<file path="src/rtl/dmr_pkg.sv">
// Package of field positions, encodings and timing counts for the mode logic.
`default_nettype none
package dmr_pkg;
  localparam int ADDR_W = 16;
  localparam int DQ_W = 16;
  localparam int BEATS = 8;
  localparam int FIFO_DEPTH = 16;
  // Bank address codes that select a mode register.
  localparam logic [2:0] BA_MR0 = 3'h0;
  localparam logic [2:0] BA_MR1 = 3'h1;
  localparam logic [2:0] BA_MR2 = 3'h2;
  // Mode register 0 field positions.
  localparam int MR0_BL = 0;
  localparam int MR0_CLL = 2;
  localparam int MR0_BT = 3;
  localparam int MR0_CLH = 4;
  localparam int MR0_TM = 7;
  localparam int MR0_DLLRST = 8;
  localparam int MR0_WR = 9;
  localparam int MR0_PPD = 12;
  // Mode register 1 field positions.
  localparam int MR1_DLLDIS = 0;
  localparam int MR1_DIC0 = 1;
  localparam int MR1_RTT0 = 2;
  localparam int MR1_AL = 3;
  localparam int MR1_DIC1 = 5;
  localparam int MR1_RTT1 = 6;
  localparam int MR1_WLVL = 7;
  localparam int MR1_RTT2 = 9;
  localparam int MR1_QOFF = 12;
  // Mode register 2 field positions and the burst-chop address pin.
  localparam int MR2_CWL = 3;
  localparam int MR2_RTTWR = 9;
  localparam int BC_PIN = 12;
  // Burst length codes.
  localparam logic [1:0] BL_FIX8 = 2'h0;
  localparam logic [1:0] BL_OTF = 2'h1;
  localparam logic [1:0] BL_FIX4 = 2'h2;
  // Reset values; mode contents are all zero until written.
  localparam logic [ADDR_W-1:0] MR_RESET = 16'h0000;
  // Latency bases and write timing counts, in clock cycles.
  localparam logic [4:0] CL_BASE_LO = 5'h04;
  localparam logic [4:0] CL_BASE_HI = 5'h0c;
  localparam logic [4:0] CWL_BASE = 5'h05;
  localparam logic [4:0] WR_INT_OFFSET = 5'h04;
  localparam logic [4:0] WR_CHOP_PULLIN = 5'h02;
  typedef enum logic [1:0] {RD_IDLE, RD_WAIT, RD_BURST} dmr_rd_t;
endpackage
`default_nettype wire

</file>
<file path="src/rtl/dmr_stream_if.sv">
// Interface carrying one valid/ready word stream between design modules.
`default_nettype none
interface dmr_stream_if #(parameter int W = 16);
  logic valid;
  logic ready;
  logic [W-1:0] data;
  modport src (output valid, output data, input ready);
  modport snk (input valid, input data, output ready);
endinterface
`default_nettype wire

</file>
<file path="src/rtl/dmr_fifo.sv">
// Flip-flop FIFO with valid and ready on both sides.
`default_nettype none
module dmr_fifo #(
  parameter int WIDTH = 16,
  parameter int DEPTH = 16
) (
  // Clock and reset
  input wire logic mclk,
  input wire logic resetn,
  // Filling side
  dmr_stream_if.snk wr,
  // Draining side
  dmr_stream_if.src rd
);
  localparam int AW = $clog2(DEPTH);
  logic [WIDTH-1:0] mem [DEPTH];
  logic [AW-1:0] wp;
  logic [AW-1:0] rp;
  logic [AW:0] cnt;
  logic push;
  logic pop;

  // Full and empty come straight from the occupancy count.
  assign wr.ready = (cnt != (AW+1)'(DEPTH));
  assign rd.valid = (cnt != '0);
  assign rd.data = mem[rp];
  assign push = wr.valid && wr.ready;
  assign pop = rd.valid && rd.ready;

  // Storage is written only on an accepted word.
  always_ff @(posedge mclk)
  begin
    if (push)
      mem[wp] <= wr.data;
  end

  // Pointers and count move together so full and empty stay honest.
  always_ff @(posedge mclk or negedge resetn)
  begin
    if (!resetn)
    begin
      wp <= '0;
      rp <= '0;
      cnt <= '0;
    end
    else
    begin
      if (push)
        wp <= wp + AW'(1);
      if (pop)
        rp <= rp + AW'(1);
      cnt <= cnt + (AW+1)'(push) - (AW+1)'(pop);
    end
  end
endmodule
`default_nettype wire

</file>
<file path="src/rtl/dmr_mode_regs.sv">
// Mode register decode and the read, write and termination behaviour it sets.
// How it works
// - CAS latency comes from mode 0 bits A2 and A6..A4, whole cycles.
// - First read beat appears additive plus CAS latency after the command if eight words are buffered by then.
// - Mode 0 bit A3 picks sequential (0) or interleaved (1) order.
// - Mode 0 A1..A0 pick fixed chop, fixed eight, or per-command via A12.
// - Reads start at CA[2:0]; sequential wraps in fours, interleave XORs.
// - Chopped reads drive four beats, drivers off for the other four.
// - Writes ignore low column bits; chop uses CA2 to pick a half.
// - Fixed-chop writes start internally two clocks before eight-beat ones.
// - DLL reset bit clears itself once the reset has been issued.
// - Mode 0 A11..A9 hold write recovery; controller programs enough.
// - Mode 0 A12 low freezes DLL in precharge power-down; high keeps it.
// - Enabled DLL turns off in self-refresh and back on at exit.
// - Driver impedance comes from mode 1 bits A5 and A1.
// - Write termination applies in writes even with nominal off.
// - Writes do not need the DLL unless write termination is on.
// - Mode 1 A12 high turns every data and strobe driver off.
// - Reads and writes wait the additive latency before running inside.
`default_nettype none
module dmr_mode_regs (
  // Clock and reset
  input wire logic mclk,
  input wire logic resetn,
  // Command and address bus
  input wire logic cke,
  input wire logic csN,
  input wire logic rasN,
  input wire logic casN,
  input wire logic weN,
  input wire logic [2:0] ba,
  input wire logic [dmr_pkg::ADDR_W-1:0] addr,
  // Power states and termination pin
  input wire logic selfRefresh,
  input wire logic prechargePd,
  input wire logic odt,
  // Array read words, eight per burst in column order
  input wire logic arrValid,
  input wire logic [dmr_pkg::DQ_W-1:0] arrData,
  output logic arrReady,
  // Data and strobe drivers
  output logic [dmr_pkg::DQ_W-1:0] dqOut,
  output logic dqOeN,
  output logic dqsOut,
  output logic dqsOeN,
  // Internal write
  output logic intWrite,
  output logic [dmr_pkg::BEATS-1:0] wrBeatMask,
  // Decoded settings and status
  output logic [4:0] casLatency,
  output logic [4:0] addLatency,
  output logic [4:0] readLatency,
  output logic [4:0] wrRecovery,
  output logic [1:0] drvImpedance,
  output logic [2:0] rttNom,
  output logic [1:0] rttWr,
  output logic termSelWr,
  output logic termNeedsDll,
  output logic dllOn,
  output logic dllResetPulse,
  output logic slowExit,
  output logic testMode,
  output logic writeLevel
);
  import dmr_pkg::*;

  logic [ADDR_W-1:0] mr0;
  logic [ADDR_W-1:0] mr1;
  logic [ADDR_W-1:0] mr2;
  logic cmdSel;
  logic mrsCmd;
  logic rdCmd;
  logic wrCmd;
  logic cmdChop;
  logic [4:0] cwl;
  logic [4:0] wrBase;
  dmr_rd_t rdState;
  logic [4:0] rdCount;
  logic [2:0] rdStart;
  logic rdChop;
  logic rdInter;
  logic [2:0] rdBeat;
  logic [3:0] fillIdx;
  logic [DQ_W-1:0] burstBuf [BEATS];
  logic bufFull;
  logic bufLoad;
  logic fire;
  logic [2:0] nextBeat;
  logic wrPend;
  logic [4:0] wrCount;
  logic wrFix4;

  dmr_stream_if #(.W(DQ_W)) inIf ();
  dmr_stream_if #(.W(DQ_W)) outIf ();

  // Burst beat index for a start column and beat number.
  function automatic logic [2:0] beatOrder(input logic [2:0] s,
    input logic [2:0] i, input logic inter);
    logic [2:0] r;
    r = {s[2] ^ i[2], s[1:0] + i[1:0]};
    if (inter)
      r = s ^ i;
    return r;
  endfunction

  // Commands are taken only with the clock enabled and the chip selected.
  assign cmdSel = cke && !csN;
  assign mrsCmd = cmdSel && !rasN && !casN && !weN;
  assign rdCmd = cmdSel && rasN && !casN && weN;
  assign wrCmd = cmdSel && rasN && !casN && !weN;
  // Chop is fixed or chosen per command by the burst-chop pin when low.
  assign cmdChop = (mr0[MR0_BL+:2] == BL_FIX4) ||
    ((mr0[MR0_BL+:2] == BL_OTF) && !addr[BC_PIN]);

  // Mode registers load on a set command addressed by the bank bits.
  always_ff @(posedge mclk or negedge resetn)
  begin
    if (!resetn)
    begin
      mr0 <= MR_RESET;
      mr1 <= MR_RESET;
      mr2 <= MR_RESET;
    end
    else
    begin
      if (mrsCmd && ba == BA_MR0)
        mr0 <= addr;
      else if (mr0[MR0_DLLRST])
        mr0[MR0_DLLRST] <= 1'b0;
      if (mrsCmd && ba == BA_MR1)
        mr1 <= addr;
      if (mrsCmd && ba == BA_MR2)
        mr2 <= addr;
    end
  end

  // Latency and recovery decode with the standard field encodings.
  always_comb
  begin
    casLatency = (mr0[MR0_CLL] ? CL_BASE_HI : CL_BASE_LO) +
      {2'h0, mr0[MR0_CLH+:3]};
    unique case (mr1[MR1_AL+:2])
      2'h1: addLatency = casLatency - 5'h01;
      2'h2: addLatency = casLatency - 5'h02;
      default: addLatency = 5'h00;
    endcase
    unique case (mr0[MR0_WR+:3])
      3'h0: wrRecovery = 5'h10;
      3'h1: wrRecovery = 5'h05;
      3'h2: wrRecovery = 5'h06;
      3'h3: wrRecovery = 5'h07;
      3'h4: wrRecovery = 5'h08;
      3'h5: wrRecovery = 5'h0a;
      3'h6: wrRecovery = 5'h0c;
      default: wrRecovery = 5'h0e;
    endcase
  end
  assign readLatency = addLatency + casLatency;
  assign cwl = CWL_BASE + {2'h0, mr2[MR2_CWL+:3]};
  assign wrBase = addLatency + cwl + WR_INT_OFFSET;

  // Static settings that steer drivers, termination and power-down.
  assign drvImpedance = {mr1[MR1_DIC1], mr1[MR1_DIC0]};
  assign rttNom = {mr1[MR1_RTT2], mr1[MR1_RTT1], mr1[MR1_RTT0]};
  assign rttWr = mr2[MR2_RTTWR+:2];
  assign slowExit = !mr0[MR0_PPD];
  assign testMode = mr0[MR0_TM];
  assign writeLevel = mr1[MR1_WLVL];
  assign dllResetPulse = mr0[MR0_DLLRST];
  // The DLL stops in self-refresh and in slow-exit precharge power-down.
  assign dllOn = !mr1[MR1_DLLDIS] && !selfRefresh &&
    !(prechargePd && slowExit);
  // Write termination replaces nominal during writes when programmed.
  assign termSelWr = wrPend && odt && (rttWr != 2'h0);
  // Writes run without the DLL; only write termination relies on it.
  assign termNeedsDll = termSelWr && !dllOn;

  // The array feeds the FIFO; the FIFO feeds the burst buffer.
  assign inIf.valid = arrValid;
  assign inIf.data = arrData;
  assign arrReady = inIf.ready;
  assign bufFull = (fillIdx == 4'h8);
  assign bufLoad = !bufFull && (rdState != RD_BURST);
  assign outIf.ready = bufLoad;

  dmr_fifo #(.WIDTH(DQ_W), .DEPTH(FIFO_DEPTH)) readFifo (
    .mclk(mclk),
    .resetn(resetn),
    .wr(inIf),
    .rd(outIf)
  );

  // Each buffer entry takes the word whose column matches its index.
  for (genvar g = 0; g < BEATS; g++)
  begin : g_buf
    always_ff @(posedge mclk)
    begin
      if (bufLoad && outIf.valid && fillIdx[2:0] == 3'(g))
        burstBuf[g] <= outIf.data;
    end
  end

  // Buffer fill level; it empties when a burst is finished.
  always_ff @(posedge mclk or negedge resetn)
  begin
    if (!resetn)
      fillIdx <= 4'h0;
    else if (rdState == RD_BURST && rdBeat == 3'h7)
      fillIdx <= 4'h0;
    else if (bufLoad && outIf.valid)
      fillIdx <= fillIdx + 4'h1;
  end

  assign fire = (rdState == RD_WAIT) && (rdCount == 5'h01) && bufFull;
  assign nextBeat = rdBeat + 3'h1;

  // Read sequencer: latency count, then eight beat slots.
  always_ff @(posedge mclk or negedge resetn)
  begin
    if (!resetn)
    begin
      rdState <= RD_IDLE;
      rdCount <= 5'h00;
      rdStart <= 3'h0;
      rdChop <= 1'b0;
      rdInter <= 1'b0;
      rdBeat <= 3'h0;
    end
    else
    begin
      unique case (rdState)
        RD_IDLE:
          if (rdCmd)
          begin
            rdState <= RD_WAIT;
            rdCount <= readLatency;
            rdStart <= addr[2:0];
            rdChop <= cmdChop;
            rdInter <= mr0[MR0_BT];
          end
        RD_WAIT:
          if (fire)
          begin
            rdState <= RD_BURST;
            rdBeat <= 3'h0;
          end
          else if (rdCount > 5'h01)
            rdCount <= rdCount - 5'h01;
        RD_BURST:
          if (rdBeat == 3'h7)
            rdState <= RD_IDLE;
          else
            rdBeat <= nextBeat;
      endcase
    end
  end

  // Data and strobe drivers, registered one beat per clock.
  always_ff @(posedge mclk or negedge resetn)
  begin
    if (!resetn)
    begin
      dqOut <= '0;
      dqOeN <= 1'b1;
      dqsOut <= 1'b0;
    end
    else if (fire)
    begin
      dqOut <= burstBuf[beatOrder(rdStart, 3'h0, rdInter)];
      dqOeN <= mr1[MR1_QOFF];
      dqsOut <= 1'b1;
    end
    else if (rdState == RD_BURST && rdBeat != 3'h7)
    begin
      dqOut <= burstBuf[beatOrder(rdStart, nextBeat, rdInter)];
      dqOeN <= mr1[MR1_QOFF] || (rdChop && nextBeat[2]);
      dqsOut <= !nextBeat[0];
    end
    else
    begin
      dqOeN <= 1'b1;
      dqsOut <= 1'b0;
    end
  end
  assign dqsOeN = dqOeN;

  // Write timing: one write outstanding, internal start after its count.
  always_ff @(posedge mclk or negedge resetn)
  begin
    if (!resetn)
    begin
      wrPend <= 1'b0;
      wrCount <= 5'h00;
      wrFix4 <= 1'b0;
      wrBeatMask <= '0;
      intWrite <= 1'b0;
    end
    else
    begin
      intWrite <= 1'b0;
      if (!wrPend && wrCmd)
      begin
        wrPend <= 1'b1;
        wrFix4 <= (mr0[MR0_BL+:2] == BL_FIX4);
        wrCount <= (mr0[MR0_BL+:2] == BL_FIX4) ?
          wrBase - WR_CHOP_PULLIN : wrBase;
        wrBeatMask <= !cmdChop ? 8'hff :
          (addr[2] ? 8'hf0 : 8'h0f);
      end
      else if (wrPend)
      begin
        if (wrCount == 5'h01)
        begin
          wrPend <= 1'b0;
          intWrite <= 1'b1;
        end
        else
          wrCount <= wrCount - 5'h01;
      end
    end
  end

  // Helper counters that measure elapsed cycles for the checks below.
  logic [5:0] rdAge;
  logic [5:0] wrAge;
  logic [4:0] rdLatHeld;
  logic [4:0] wrBaseHeld;
  always_ff @(posedge mclk or negedge resetn)
  begin
    if (!resetn)
    begin
      rdAge <= 6'h00;
      wrAge <= 6'h00;
      rdLatHeld <= 5'h00;
      wrBaseHeld <= 5'h00;
    end
    else
    begin
      rdAge <= (rdState == RD_IDLE && rdCmd) ? 6'h00 : rdAge + 6'h01;
      wrAge <= (!wrPend && wrCmd) ? 6'h00 : wrAge + 6'h01;
      if (rdState == RD_IDLE && rdCmd)
        rdLatHeld <= readLatency;
      if (!wrPend && wrCmd)
        wrBaseHeld <= wrBase;
    end
  end
endmodule
`default_nettype wire

</file>
<file path="config.mk">
export PLATFORM = sky130hd
export DESIGN_NAME = dmr_mode_regs
export DESIGN_NICKNAME = d
export VERILOG_FILES = /design/src/rtl/dmr_pkg.sv /design/src/rtl/dmr_stream_if.sv /design/src/rtl/dmr_fifo.sv /design/src/rtl/dmr_mode_regs.sv
export SDC_FILE = /design/constraint.sdc
export NUM_CORES = 1
export LEC_CHECK = 0
export BUFFER_PORTS_ARGS = -buffer_cell sky130_fd_sc_hd__buf_2
export CELL_PAD_IN_SITES_DETAIL_PLACEMENT = 2
export CELL_PAD_IN_SITES_GLOBAL_PLACEMENT = 2
export CORE_MARGIN = 2
export CORE_UTILIZATION = 50
export CTS_CLUSTER_SIZE = 24
export DETAILED_ROUTE_END_ITERATION = 16
export PLACE_DENSITY_LB_ADDON = 0.1
export SLEW_MARGIN = 20
export SYNTH_ARGS = -nofsm -noshare
export SYNTH_HDL_FRONTEND = slang
export SYNTH_SLANG_ARGS = --single-unit
</file>
<file path="constraint.sdc">
create_clock -name mclk -period 6.2 [get_ports mclk]
set_input_delay 1.55 -clock mclk [delete_from_list [all_inputs] [get_ports mclk]]
set_output_delay 1.55 -clock mclk [all_outputs]
set_load 0.05 [all_outputs]
</file>
==> flow_summary.yaml <==
global_route:
  grt_pass1_wl_um: 87900
  grt_max_degree: 68
  antenna_found_initial: 1
  overflow: 0
  grt_pass1_vias: 13123
  grt.total_usage_pct: 29.1
clocking:
  cts_resized: 0
  cts_root_buffer: "clkbuf_16"
  clk_latency_ps: 630
  post-cts-setup-buffers: 0
  cts_tree: "built"
  path_clk_slew_ps: 60
  cts_hold_buf: 0
  cts_buffer_depth: 3
  cts.sinks: 471
  cts_buffers: 50
  htreeDepth: 2
worst_setup_path:
  cp_data_arrival_time_ps: 3610
  rr_startpoint: "readFifo.cnt[2]$_DFF_PN0_"
  worstSetupStartpoint: "mr0[5]$_DFFE_PN0P_"
  cp-start-kind: "register"
  crit_path_top_delay_cell: "nor4_1"
  path_common_cell: "ha_1"
  path_max_fanout: 5
  slowest_delay_ps: 820
  ff2ff_path_depth: 16
  end_kind: "primary output"
  worstSetupPathType: "reg -> out"
  required_ps: 4650
  crit_path_cell_trace: "inv_1 > ha_1 > nand2_1 > a31oi_1 > nor4_1 > ha_1 > a21oi_1 > xor2_1 > buf_2"
power:
  p_int_mw: 7.51
  ir_drop_uv: 258
  leakage_nw: 8.26
  switching_share_pct: 35.7
  switching_power_mw: 4.17
  sequentialPowerShare_pct: 42.5
  p_clk_share_pct: 25.3
  p_comb_share_pct: 32.1
  p_per_area_nw_per_um2: 505
floorplan:
  dieArea_um2: 42600
  io_pins: 109
  start_util_pct: 50.4
  placeableCoreArea_um2: 40600
  rows: 74
  die_h_um: 206
  fp.dieW_um: 206
flow_run:
  cap_violations: 0
logic_synthesis:
  synthCells: 1226
  ys_warn_count: 0
  ys_seq_area_share_pct: 67.0
  synth_area_um2: 20500
  synth_area_leaders: "edfxtp_1, mux4_2, dfrtp_1, ha_1, mux2i_1"
  synth_edf_count: 384
  synth-seq-cells: 471
  async_reset_ff_share_pct: 18.5
  synth_ff_type: "edfxtp_1"
  synth_fp_nets: 1316
  synth_top_area_share_pct: 56.3
  syn_avg_cell_area_um2: 16.7
  synthTopCellsByCount: "edfxtp_1, mux4_2, nand2_1, dfrtp_1, mux2i_1"
  yosys.area.top_type: "edfxtp_1"
  ys_types: 55
  yosysMostFrequentCell: "edfxtp_1"
place:
  place_congestion: 0.745
  dp_hpwl_um: 36500
  port_buffers: 105
  dpl-instance-area_um2: 21500
drt:
  vias: 11783
  ant_nets: 0
  drcViolationCount: 0
  routed_wl_um: 59700
  wl_met3_um: 3130
  top_layer_used: "met4"
  drtPass1Iterations: 5
  routed_via_density: 6.18
  wl_met2_um: 31100
  drtIter0Drc: 886
  wl_per_cell_um: 31.3
  m1WireLength_um: 23700
sta:
  max_freq_ghz: 0.194
  hold_viol: 0
  skew_ps: 32.4
  finalSetupTns_ps: 0
  slew_headroom_pct: 24.8
  setup_viol: 0
  fin_crit_sh_pct: 83.2
  slew_viol_final: 0
  tightest_slew_ps: 1130
  min_period_ps: 5160
  rsz0062_at_grt: "false"
finish:
  regArea_um2: 13700
  design_area_um2: 23100
  final_nets: 1423
  drive_gt1_share_pct: 26.8
  multiInputGateArea_um2: 6290
  area_growth_pct: 12.9
  fill_cells: 3493
hold_path:
  hp-class: "reg -> reg"
  hp-start: "mr1[12]$_DFFE_PN0P_"
  holdPathStages: 1
status:
  run_status: "completed"
[stage by stage]
stage          std cells  utilization, %  total power, mW  hold WS (ps)  setup slack [ps]
2_1_floorplan       1226               -             7.44           439               239
3_3_place_gp        1813            52.9             8.35           455              1840
3_5_place_dp        1813            52.9             8.69           486              1810
4_1_cts             1905            56.8             11.7           498              1120
5_1_grt             1906            56.9             12.2           513               949
6_report            1906            56.9             11.7           490              1040
[state kept, by name, summed over array words and instances, names as in the netlist, 2 cells and up]
name and count:
readFifo.mem 256, burstBuf 128, dqOut 16, mr0 13
mr1 10, mr2 5, rdCount 5, readFifo.cnt 5
wrCount 5, fillIdx 4, readFifo.rp 4, readFifo.wp 4
rdBeat 3, rdStart 3, rdState 2, wrBeatMask 2
[worst max-delay path: cells and delay by family (launching register included)]
| family | cells | cell delay [ps] |
|---|---|---|
| compound gates | 2 | 220 |
| xor+xnor | 1 | 270 |
| fa+ha+maj | 2 | 660 |
| buf+inv | 2 | 500 |
| flops | 1 | 450 |
| simple gates | 2 | 900 |
[per-layer routing]
layer  GRT usage [%]  up-vias
met3            4.54      119
li1                -     4987
met2            51.4      395
met5               0        -
met1            36.5     6282
met4            10.2        0
[area by class of cell]
class	count	area share, %
clock inverters	28	1.00
clock buffers	64	5.82
well taps	532	2.88
multi-input cells	638	27.2
inverters	46	0.747
flip-flops and latches	471	59.4
repair buffers	126	2.97
diodes	1	0.0108
[cell families (layout without fill, tap and decap cells)]
logic type | Yosys count | after routing | synth area share (%)
flip-flops | 471 | 471 | 67.0
AND/OR/NAND/NOR | 256 | 256 | 6.14
multiplexers | 193 | 193 | 16.5
buffers and inverters | 117 | 264 | 2.65
AO/OA/AOI/OAI | 116 | 116 | 3.57
adder cells (fa/ha/maj) | 44 | 44 | 2.80
XOR/XNOR | 29 | 29 | 1.42
other | 0 | 1 | 0
[final timing paths]
kind                                              end  slack [ps]
setup / recovery                       readLatency[4]        1040
hold / removal                        dqOeN$_DFF_PN1_         490
setup reg to reg            readFifo.cnt[4]$_DFF_PN0_        2070
hold reg to reg                       dqOeN$_DFF_PN1_         490
max in group asynchronous  readFifo.rp[0]$_DFFE_PN0P_        4090
min in group asynchronous            mr0[8]$_DFF_PN0_         980
[cell usage in the layout, fill, tap and decap left out, types with 6 or more instances in the layout]
cell       synthesis  routed
mux4_2           112     112
mux2i_1           51      51
nand4_1           12      12
o22ai_1           11      11
buf_2             17     104
o211ai_1           9       9
nor2_1            25      21
and3_1             8       7
clkinv_2           0      12
nand2_1          108     108
mux2_2            30      30
xor2_1             7       6
dfrtp_1           86      83
inv_1             44      44
clkinv_1           2      10
edfxtp_1         384     384
a21oi_1           32      32
ha_1              41      41
nor2b_1            8       8
and2_1            15      12
clkbuf_1          26      11
xnor2_1           20      20
nor4_1            15      11
nor3_1            12      12
o21ai_0           25      25
a211oi_1           9       9
nand2b_1           8       8
nand3_1           33      33
buf_4             18      22
clkbuf_16          0      51
a22oi_1           10      10
[power groups by stage]
stage,Sequential (mW),Combinational [mW],Clock (mW)
5_1_grt,5.05,4.03,3.09
2_1_floorplan,4.89,2.55,0
4_1_cts,4.98,3.75,2.99
3_5_place_dp,5.02,3.67,0
6_report,4.97,3.75,2.96
3_3_place_gp,4.91,3.44,0
Power figures use the tool's default switching activity.
